$ cat config.mk
export PLATFORM = sky130hd
export DESIGN_NAME = reset_cause_flags
export DESIGN_NICKNAME = d
export VERILOG_FILES = /design/src/logic/reset_cause_pkg.sv /design/src/logic/reset_cause_flags.sv
export SDC_FILE = /design/constraint.sdc
export NUM_CORES = 1
export LEC_CHECK = 0
export BUFFER_PORTS_ARGS = -buffer_cell sky130_fd_sc_hd__buf_2
export CAP_MARGIN = 30
export CELL_PAD_IN_SITES_DETAIL_PLACEMENT = 0
export CELL_PAD_IN_SITES_GLOBAL_PLACEMENT = 1
export CORE_ASPECT_RATIO = 0.8
export CORE_MARGIN = 2
export CORE_UTILIZATION = 34
export DETAILED_ROUTE_END_ITERATION = 8
export PLACE_DENSITY = 0.87
export SETUP_SLACK_MARGIN = 0.2
export SLEW_MARGIN = 20
export SYNTH_ARGS = -nofsm -noshare
export SYNTH_HDL_FRONTEND = slang
export SYNTH_SLANG_ARGS = --single-unit
$ cat constraint.sdc
create_clock -name clock_i -period 1.8 [get_ports clock_i]
set_input_delay 0.36 -clock clock_i [delete_from_list [all_inputs] [get_ports clock_i]]
set_output_delay 0.36 -clock clock_i [all_outputs]
set_load 0.1 [all_outputs]
$ cat src/logic/reset_cause_pkg.sv
`default_nettype none
package reset_cause_pkg;
  // Byte addresses of the word-aligned registers
  localparam logic [3:0] ADDR_MAIN = 4'h0;
  localparam logic [3:0] ADDR_EXTRA = 4'h4;
  localparam logic [3:0] ADDR_IRQ_STATUS = 4'h8;
  localparam logic [3:0] ADDR_IRQ_MASK = 4'hc;
  // Field positions in the main flag register
  localparam int BIT_STACK_OVER = 7;
  localparam int BIT_STACK_UNDER = 6;
  localparam int BIT_WINDOW = 5;
  localparam int BIT_WATCHDOG = 4;
  localparam int BIT_PIN = 3;
  localparam int BIT_SW = 2;
  localparam int BIT_POWER_ON = 1;
  localparam int BIT_BROWNOUT = 0;
  // Field position in the extra flag register
  localparam int BIT_MEM_VIOL = 1;
  // Value after the very first power-up
  localparam logic [7:0] MAIN_POWER_UP = 8'h3c;
  localparam logic [7:0] EXTRA_IMPL_MASK = 8'h02;
  localparam int NUM_CAUSES = 9;
  localparam int CAUSE_MEM = 8;
  localparam logic [NUM_CAUSES-1:0] CAUSE_NONE = 9'h000;
  localparam logic [31:0] UNMAPPED_READ = 32'h00000000;
  // Bus slave phases
  typedef enum logic [0:0] {
    BUS_IDLE = 1'b0,
    BUS_DONE = 1'b1
  } bus_state_t;
endpackage
`default_nettype wire

$ cat src/logic/reset_cause_flags.sv
// The implementer's own choices: the placing of the registers and the Avalon-MM slave port.
`default_nettype none
module reset_cause_flags
  import reset_cause_pkg::*;
(
  input wire logic clock_i,
  input wire logic rst_i,
  input wire logic power_on_i,
  input wire logic brownout_i,
  input wire logic stack_over_i,
  input wire logic stack_under_i,
  input wire logic watchdog_timeout_i,
  input wire logic pin_reset_i,
  input wire logic sw_reset_i,
  input wire logic mem_violation_i,
  input wire logic watchdog_clear_instruction_i,
  input wire logic window_armed_i,
  input wire logic window_open_i,
  input wire logic [3:0] avs_address_i,
  input wire logic avs_read_i,
  input wire logic avs_write_i,
  input wire logic [31:0] avs_writedata_i,
  input wire logic [3:0] avs_byteenable_i,
  output logic [31:0] avs_readdata_o,
  output logic avs_waitrequest_o,
  output logic window_violation_reset_o,
  output logic irq_o
);

  typedef struct packed {
    bus_state_t bus;
    logic [31:0] readdata;
    logic [7:0] main_flags;
    logic mem_flag;
    logic [NUM_CAUSES-1:0] irq_status;
    logic [NUM_CAUSES-1:0] irq_mask;
    logic wv_reset;
    logic irq;
    logic waitreq;
  } state_t;

  state_t cur;
  state_t next_cur;

  // Register view, decoded for the read path only
  function automatic logic [31:0] read_mux(input logic [3:0] a,
                                           input state_t s);
    logic [31:0] r;
    r = UNMAPPED_READ;
    case (a)
      ADDR_MAIN: r = {24'h000000, s.main_flags};
      ADDR_EXTRA: r = {24'h000000,
                       6'h00, s.mem_flag, 1'b0};
      ADDR_IRQ_STATUS: r = {23'h000000, s.irq_status};
      ADDR_IRQ_MASK: r = {23'h000000, s.irq_mask};
      default: r = UNMAPPED_READ;
    endcase
    return r;
  endfunction

  logic wv_event;
  logic [NUM_CAUSES-1:0] causes;
  logic wr_take;

  // Cause strobes, bit index equals main flag bit; memory at index 8
  always_comb begin
    wv_event = watchdog_clear_instruction_i &&
               (!window_armed_i || !window_open_i);
    causes = CAUSE_NONE;
    causes[BIT_STACK_OVER] = stack_over_i;
    causes[BIT_STACK_UNDER] = stack_under_i;
    causes[BIT_WINDOW] = wv_event;
    causes[BIT_WATCHDOG] = watchdog_timeout_i;
    causes[BIT_PIN] = pin_reset_i;
    causes[BIT_SW] = sw_reset_i;
    causes[BIT_POWER_ON] = power_on_i;
    causes[BIT_BROWNOUT] = brownout_i;
    causes[CAUSE_MEM] = mem_violation_i;
    // Write lands only on the edge where waitrequest is seen low
    wr_take = avs_write_i && (cur.bus == BUS_DONE) && avs_byteenable_i[0];
  end

  // Next state: firmware write first, hardware causes override it
  always_comb begin
    next_cur = cur;
    next_cur.wv_reset = wv_event;
    // One wait cycle per access keeps read data registered
    case (cur.bus)
      BUS_IDLE: begin
        if (avs_read_i || avs_write_i) begin
          next_cur.bus = BUS_DONE;
          next_cur.readdata = read_mux(avs_address_i, cur);
        end
      end
      BUS_DONE: begin
        next_cur.bus = BUS_IDLE;
      end
      default: next_cur.bus = BUS_IDLE;
    endcase
    // Writes only store; they never raise any reset output
    if (wr_take) begin
      case (avs_address_i)
        ADDR_MAIN: next_cur.main_flags = avs_writedata_i[7:0];
        ADDR_EXTRA: next_cur.mem_flag = avs_writedata_i[BIT_MEM_VIOL];
        ADDR_IRQ_STATUS: next_cur.irq_status =
          cur.irq_status & ~avs_writedata_i[NUM_CAUSES-1:0];
        ADDR_IRQ_MASK: next_cur.irq_mask = avs_writedata_i[NUM_CAUSES-1:0];
        default: next_cur.irq_mask = cur.irq_mask;
      endcase
    end
    // Strobes applied on the clock; a strobe wins over a same-cycle write
    if (stack_over_i)
      next_cur.main_flags[BIT_STACK_OVER] = 1'b1;
    if (stack_under_i)
      next_cur.main_flags[BIT_STACK_UNDER] = 1'b1;
    if (wv_event)
      next_cur.main_flags[BIT_WINDOW] = 1'b0;
    if (watchdog_timeout_i)
      next_cur.main_flags[BIT_WATCHDOG] = 1'b0;
    if (pin_reset_i)
      next_cur.main_flags[BIT_PIN] = 1'b0;
    if (sw_reset_i)
      next_cur.main_flags[BIT_SW] = 1'b0;
    // Power loss also reloads the stack, window, watchdog, pin, sw and memory causes to their inactive look
    if (power_on_i)
      next_cur.main_flags = MAIN_POWER_UP;
    else if (brownout_i)
      next_cur.main_flags = {2'b00, 4'hf, cur.main_flags[BIT_POWER_ON],
                             1'b0};
    if (power_on_i || brownout_i)
      next_cur.mem_flag = 1'b1;
    else if (mem_violation_i)
      next_cur.mem_flag = 1'b0;
    // Sticky event bits; set beats the write-one clear
    next_cur.irq_status = next_cur.irq_status | causes;
    next_cur.irq = |(cur.irq_status & cur.irq_mask);
    // Registered so the bus output comes straight from a flop
    next_cur.waitreq = (next_cur.bus == BUS_IDLE);
  end

  // Flags survive rst_i; only power-on or brown-out reloads them
  always_ff @(posedge clock_i) begin
    if (rst_i) begin
      cur.bus <= BUS_IDLE;
      cur.readdata <= UNMAPPED_READ;
      cur.irq_status <= CAUSE_NONE;
      cur.irq_mask <= CAUSE_NONE;
      cur.wv_reset <= 1'b0;
      cur.irq <= 1'b0;
      cur.waitreq <= 1'b1;
      cur.main_flags <= next_cur.main_flags;
      cur.mem_flag <= next_cur.mem_flag;
    end else begin
      cur <= next_cur;
    end
  end

  assign avs_readdata_o = cur.readdata;
  assign avs_waitrequest_o = cur.waitreq;
  assign window_violation_reset_o = cur.wv_reset;
  assign irq_o = cur.irq;

  // Helper: no write and no strobe in the current cycle
  logic quiet;
  assign quiet = !wr_take && (causes == CAUSE_NONE);

  AST_OVF_SET: assert property (@(posedge clock_i)
    stack_over_i && !power_on_i && !brownout_i
    |=> cur.main_flags[BIT_STACK_OVER])
    else $error("stack over flag not set");
  AST_UNF_SET: assert property (@(posedge clock_i)
    stack_under_i && !power_on_i && !brownout_i
    |=> cur.main_flags[BIT_STACK_UNDER])
    else $error("stack under flag not set");
  AST_WV_CLR: assert property (@(posedge clock_i)
    wv_event && !power_on_i && !brownout_i |=> !cur.main_flags[BIT_WINDOW])
    else $error("window flag not cleared");
  AST_WV_RST: assert property (@(posedge clock_i) disable iff (rst_i)
    watchdog_clear_instruction_i && window_armed_i && !window_open_i
    |=> window_violation_reset_o)
    else $error("window violation reset missing");
  AST_WDT_CLR: assert property (@(posedge clock_i)
    watchdog_timeout_i && !power_on_i && !brownout_i
    |=> !cur.main_flags[BIT_WATCHDOG])
    else $error("watchdog flag not cleared");
  AST_PIN_CLR: assert property (@(posedge clock_i)
    pin_reset_i && !power_on_i && !brownout_i |=> !cur.main_flags[BIT_PIN])
    else $error("pin flag not cleared");
  AST_SW_CLR: assert property (@(posedge clock_i)
    sw_reset_i && !power_on_i && !brownout_i |=> !cur.main_flags[BIT_SW])
    else $error("sw flag not cleared");
  AST_POR: assert property (@(posedge clock_i)
    power_on_i |=> cur.main_flags == MAIN_POWER_UP && cur.mem_flag)
    else $error("power-on load wrong");
  AST_BOR: assert property (@(posedge clock_i)
    brownout_i && !power_on_i |=> !cur.main_flags[BIT_BROWNOUT])
    else $error("brownout flag not cleared");
  AST_MEM_CLR: assert property (@(posedge clock_i)
    mem_violation_i && !power_on_i && !brownout_i |=> !cur.mem_flag)
    else $error("memory flag not cleared");
  AST_EXTRA_ZERO: assert property (@(posedge clock_i) disable iff (rst_i)
    cur.bus == BUS_DONE && $past(avs_address_i) == ADDR_EXTRA
    |-> (avs_readdata_o[7:0] & ~EXTRA_IMPL_MASK) == 8'h00)
    else $error("unimplemented bits not zero");
  AST_STABLE: assert property (@(posedge clock_i)
    quiet |=> $stable(cur.main_flags) && $stable(cur.mem_flag))
    else $error("flags changed without cause");
  AST_NO_RST: assert property (@(posedge clock_i) disable iff (rst_i)
    wr_take && !watchdog_clear_instruction_i
    |=> !window_violation_reset_o)
    else $error("write raised a reset");
  AST_IRQ: assert property (@(posedge clock_i) disable iff (rst_i)
    ##1 irq_o == $past(|(cur.irq_status & cur.irq_mask)))
    else $error("irq level wrong");

  // A request seen while idle is answered in the very next cycle
  AST_WAIT_ANSWER: assert property (@(posedge clock_i)
    disable iff (rst_i) (avs_read_i || avs_write_i) && avs_waitrequest_o
    |=> !avs_waitrequest_o)
    else $error("request not answered");

  // Waitrequest drops for one cycle only
  AST_WAIT_ONE: assert property (@(posedge clock_i)
    disable iff (rst_i) !avs_waitrequest_o
    |=> avs_waitrequest_o)
    else $error("waitrequest low too long");

  // No answer without a request
  AST_WAIT_IDLE: assert property (@(posedge clock_i)
    disable iff (rst_i) !avs_read_i && !avs_write_i && avs_waitrequest_o
    |=> avs_waitrequest_o)
    else $error("answer without request");

  // A quiet write stores the byte as given
  AST_WR_MAIN: assert property (@(posedge clock_i)
    disable iff (rst_i) wr_take && avs_address_i == ADDR_MAIN
    && causes == CAUSE_NONE |=> cur.main_flags == $past(avs_writedata_i[7:0]))
    else $error("main write lost");

  // Firmware may put the memory flag either way
  AST_WR_EXTRA: assert property (@(posedge clock_i)
    disable iff (rst_i) wr_take && avs_address_i == ADDR_EXTRA
    && causes == CAUSE_NONE |=> cur.mem_flag == $past(avs_writedata_i[1]))
    else $error("extra write lost");

  // Power loss of either kind reloads the memory flag
  AST_MEM_LOAD: assert property (@(posedge clock_i)
    power_on_i || brownout_i
    |=> cur.mem_flag)
    else $error("memory flag not reloaded");

  // Brown-out reloads the upper causes and keeps the power-on bit
  AST_BOR_LOAD: assert property (@(posedge clock_i)
    brownout_i && !power_on_i |=> cur.main_flags[7:2] == MAIN_POWER_UP[7:2]
    && cur.main_flags[BIT_POWER_ON] == $past(cur.main_flags[BIT_POWER_ON]))
    else $error("brownout load wrong");

  // Active-high flags never fall back by themselves
  AST_KEEP_OVF: assert property (@(posedge clock_i)
    disable iff (rst_i) !wr_take && !power_on_i && !brownout_i
    && cur.main_flags[BIT_STACK_OVER] |=> cur.main_flags[BIT_STACK_OVER])
    else $error("overflow flag fell back");

  AST_KEEP_UNF: assert property (@(posedge clock_i)
    disable iff (rst_i) !wr_take && !power_on_i && !brownout_i
    && cur.main_flags[BIT_STACK_UNDER] |=> cur.main_flags[BIT_STACK_UNDER])
    else $error("underflow flag fell back");

  // Active-low flags stay low until firmware or power loss
  AST_KEEP_WV: assert property (@(posedge clock_i)
    disable iff (rst_i) !wr_take && !power_on_i && !brownout_i
    && !cur.main_flags[BIT_WINDOW] |=> !cur.main_flags[BIT_WINDOW])
    else $error("window flag fell back");

  AST_KEEP_WDT: assert property (@(posedge clock_i)
    disable iff (rst_i) !wr_take && !power_on_i && !brownout_i
    && !cur.main_flags[BIT_WATCHDOG] |=> !cur.main_flags[BIT_WATCHDOG])
    else $error("watchdog flag fell back");

  AST_KEEP_PIN: assert property (@(posedge clock_i)
    disable iff (rst_i) !wr_take && !power_on_i && !brownout_i
    && !cur.main_flags[BIT_PIN] |=> !cur.main_flags[BIT_PIN])
    else $error("pin flag fell back");

  AST_KEEP_SW: assert property (@(posedge clock_i)
    disable iff (rst_i) !wr_take && !power_on_i && !brownout_i
    && !cur.main_flags[BIT_SW] |=> !cur.main_flags[BIT_SW])
    else $error("sw flag fell back");

  // No watchdog clear, no violation pulse
  AST_WV_QUIET: assert property (@(posedge clock_i)
    disable iff (rst_i) !watchdog_clear_instruction_i
    |=> !window_violation_reset_o)
    else $error("spurious violation pulse");

  // A clear before arming is always a violation
  AST_WV_UNARMED: assert property (@(posedge clock_i)
    disable iff (rst_i) watchdog_clear_instruction_i && !window_armed_i
    |=> window_violation_reset_o)
    else $error("unarmed clear not caught");

  // Nothing above the widest register ever reads back
  AST_RD_HIGH_ZERO: assert property (@(posedge clock_i)
    disable iff (rst_i) !avs_waitrequest_o
    |-> avs_readdata_o[31:9] == 23'h000000)
    else $error("upper read bits not zero");

  // Each cause strobe leaves its sticky status bit set
  for (genvar g = 0; g < NUM_CAUSES; g++) begin : gen_status
    AST_STATUS_SET: assert property (@(posedge clock_i)
      disable iff (rst_i) causes[g]
      |=> cur.irq_status[g])
      else $error("status bit not set");
  end

  COV_POR: cover property (@(posedge clock_i) power_on_i);
  COV_WV: cover property (@(posedge clock_i) wv_event);
  COV_WR: cover property (@(posedge clock_i) wr_take ##2 avs_read_i);
  COV_IRQ: cover property (@(posedge clock_i) irq_o);
  COV_BOR: cover property (@(posedge clock_i) brownout_i);

endmodule
`default_nettype wire

---- After elaboration in Yosys (flattened, before gate mapping) ----
Cells that the tools add are included.
storage, ports and cells
  register bits after elaboration ......... 63
  bits of input ports ..................... 55
  output and inout bits ................... 35
cells by class
  eq/ne operators ......................... 3
  muxes and demuxes ....................... 18
  bitwise gates (word level) .............. 6
  reductions and logical operators ........ 12
operators with widths
  kind                  number
  $pmux W9 S4           1
  $mux W33              1
  $mux W27              1
  $mux W8               3
  $and A9 B9 Y9         2
  $mux W9               2
  $mux W1               9
  $not A9 Y9            1
  $or A9 B9 Y9          1
  $reduce_or A9 Y1      1
  $eq A4 B4 Y1 const B  2
  $eq A4 B3 Y1 const B  1
  $logic_not A4 Y1      1
  $reduce_and A2 Y1     2
  $logic_and A1 B1 Y1   3
  $logic_or A1 B1 Y1    3
  $logic_not A1 Y1      2
  $not A1 Y1            2
  $pmux W1 S2           1

---- Logic depth before layout (Yosys ltp) ----
  word-level depth ........................ 7
  gate-level depth with buffers ........... 5

---- Worst setup path before layout ----
OpenSTA, ideal clock, no wires.
  path kind ............................... input port to flip-flop
  from .................................... in avs_address_i[2]
  to ...................................... reg cur[23] (netlist bit)
  setup time .............................. 121 ps
  arrival ................................. 1306 ps
  data required time ...................... 1679 ps
  path slack .............................. 373 ps
  cell stages on the path ................. 4
  path buffers ............................ 1
  path through ............................ buf_6 > or4_4 > o31ai_2 > a21oi_1
on the way
  word-level cells in the longest chain between the ends .. 5
ends and longest elaborated chain
  element               RTL line                  source
  from (decl)           reset_cause_flags.sv:19   input wire logic [3:0] avs_address_i,
  $logic_not A4 Y1      reset_cause_flags.sv:102  case (avs_address_i)
  $mux W8               reset_cause_flags.sv:102
  $mux W27              reset_cause_flags.sv:101  if (wr_take) begin
  $mux W8               reset_cause_flags.sv:127  else if (brownout_i)
  $mux W8               reset_cause_flags.sv:125  if (power_on_i)
  to (signal assigned)  reset_cause_flags.sv:154  cur <= next_cur;
  to (decl)             reset_cause_flags.sv:42   state_t cur;
Every way passes these cells.
A chain may end at the register's enable or synchronous reset.

---- Worst setup path after layout ----
  from .................................... reg cur, in the netlist avs_readdata_o[5]
  to ...................................... out avs_readdata_o[5]
RTL lines
  element    RTL line                 source
  to (decl)  reset_cause_flags.sv:24  output logic [31:0] avs_readdata_o,
No word-level cell between the ends.

==> flow_summary.toml <==
[run_status]
status = "completed"

[power_and_ir_drop]
report.power.total_mw = 2.08
power_frac_comb_pct = 20.5
power.share.switching_pct = 32.3
seqPwrFrac_pct = 44.9
peakVddDrop_mv = 0.283
switchingPower_mw = 0.671
p_leak_nw = 0.928
power_density_nw_per_um2 = 917
p_int_mw = 1.41
pwr-share-clk_pct = 34.6

[cts]
clockBufferDepth = 2
cts-htree-levels = 2
insertion_delay_ps = 290
numCtsBuffers = 5
postCtsSetupRepairBufs = 0
cts.root.buffer_cell = "clkbuf_8"
cts_tree = "done"
cts.reportedPaths.clkPinSlew_ps = 70
clkSinkCount = 40
cts_resized = 0
cts-hold-fix-buffers = 0

[placement]
dp_hpwl_um = 3510
gp_congestion = 0.804
port_buffers = 40

[synthesis]
synth-edff-count = 0
yosysMostFrequentCell = "dfxtp_1"
synth_top_area_cell = "dfxtp_1"
synthTopCellsByArea = "dfxtp_1, buf_4, mux2_2"
synth_flop_cell = "dfxtp_1"
synthCells = 215
seq_area_frac_synth_pct = 40.1
ys_ff_latch = 40
async_flop_share_pct = 0
synth.avg_cell_area_um2 = 9.29
synth_common_cells = "dfxtp_1, buf_4, nand3_1"
yosysTopAreaCellShare_pct = 40.1
yosysWarnings = 0
syn_area_um2 = 2000
synth_cell_types = 41

[die]
fp.dieH_um = 72.6
pin_count = 90
die_w_um = 89.7
core_area_um2 = 5560
die_area_um2 = 6510
initial_utilization_pct = 36.0
rows = 24

[routing]
wl_per_cell_um = 14.6
drt_first_pass_iters = 4
drc = 0
vias_per_cell = 5.07
ant_nets = 0
drt_wl_total_um = 4850
wl_met3_um = 318
met2_length_um = 2100
via_count = 1677
wl_met1_um = 2390
routed.top_layer = "met4"
drt_iter0_drc = 119

[sta]
max-slew-margin-rel_pct = 61.7
rsz0062_at_grt = "no"
final_max_slew_viol_count = 0
fmax_ghz = 0.708
fin_crit_ps = 1410
worst_slew_pin_slew_ps = 572
hold_viol = 0
final.setup.tns_ps = 0
clock_skew_ps = 7.64
finalCritPeriodShare_pct = 78.5
setup_viol = 0

[global_routing]
grt_max_degree = 21
grt_first_pass_wirelength_um = 7730
gr-usage-all-layers_pct = 15.1
overflow = 0
grt_pass1_vias = 1515
antenna_found_initial = 0

[setup_path]
slowest_delay_ps = 430
ff2ff_setup_slack_ps = 570
arrival_ps = 1050
worst_path_max_delay_cell = "buf_2"
r2r_start = "cur[62]$_SDFF_PP0_"
cp_num_buf_inv = 1
cp_max_fo = 2
worstPathCellList = "buf_2"
worst_ep_required_time_ps = 1440
cp-end-kind = "output port"
path_class = "flip-flop to output port"
critPathLaunchType = "flip-flop"
cp-startpoint = "avs_readdata_o[5]$_SDFFE_PP0P_"
critPathTopFamily = "buffers and inverters"

[layout]
drive_gt1_share_pct = 29.2
fin_nets = 307
n_antenna_cell = 0
area_delta_synth_final_pct = 13.4

[hold_path]
min_path_type = "input pin to flip-flop"
hp-start = "power_on_i"

[job]
cap_viol_max_count = 0
==> registers in the layout (all words and copies together) (netlist names) <==
signal and flops:
avs_readdata_o 9, avs_waitrequest_o 1, cur 28, irq_o 1, window_violation_reset_o 1
==> power by group through the flow <==
stage / clock network, mW / logic [mW] / registers (mW)
after floorplan: 0 / 0.363 / 0.968
after global placement: 0 / 0.420 / 0.952
after detailed placement: 0 / 0.424 / 0.953
after CTS: 0.731 / 0.424 / 0.932
after global routing: 0.770 / 0.447 / 0.936
final: 0.720 / 0.426 / 0.933
==> per-stage QoR <==
stage	cell area [µm²]	instances	hold slack [ps]	setup slack, ps	util (%)
3_3_place_gp	2160	323	441	127	38.9
4_1_cts	2270	331	271	377	40.8
5_1_grt	2270	331	276	292	40.8
3_5_place_dp	2160	323	442	81.4	38.9
2_1_floorplan	2080	237	429	373	-
6_report	2270	331	273	388	40.8
==> placed cells by master, fill, tap and decap left out, types with 2 or more instances in the layout <==
cell type	n
a31oi_1	3
buf_4	10
mux2_2	8
inv_1	10
buf_2	40
and3_1	2
nand3b_1	2
a22oi_1	7
conb_1	23
a311oi_1	6
nand2b_1	2
clkbuf_8	5
nand3_1	17
o311ai_0	3
nor2_1	12
a21oi_1	12
nand4_1	3
o2bb2ai_1	8
a211oi_1	3
nor2b_1	4
o21ai_0	12
dfxtp_1	40
==> routing by layer <==
layer / vias up / GRT usage (%)
met3: 6 / 3.84
li1: 811 / -
met4: 0 / 5.47
met5: - / 0
met2: 59 / 22.1
met1: 801 / 21.5
==> area by class of cell <==
cell class              count  area (µm²)
clock buffers               6        72.6
clock inverters             2        35.0
fillers                   586        3290
inverters                  10        37.5
multi-input cells         145         947
flip-flops and latches     40         801
well taps                  78        97.6
repair buffers             50         275
==> path summary, 6_finish.rpt <==
| path | end | cells after the start |
|---|---|---|
| max | avs_readdata_o[5] | 1 |
| min | cur[23]$_SDFFE_PP0P_ | 2 |
| max reg2reg | avs_readdata_o[1]$_SDFFE_PP0P_ | 3 |
| min reg2reg | avs_readdata_o[6]$_SDFFE_PP0P_ | 1 |
==> cells by family (layout without fill, tap and decap cells) <==
logic type | after synthesis | count (layout) | share of synthesized area [%]
AO/OA/AOI/OAI | 63 | 63 | 22.5
buffers and inverters | 52 | 68 | 16.7
AND/OR/NAND/NOR | 50 | 50 | 15.0
flip-flops | 40 | 40 | 40.1
multiplexers | 9 | 9 | 5.64
other | 1 | 23 | 0.188
No activity file was read; power rests on OpenSTA's default activity.
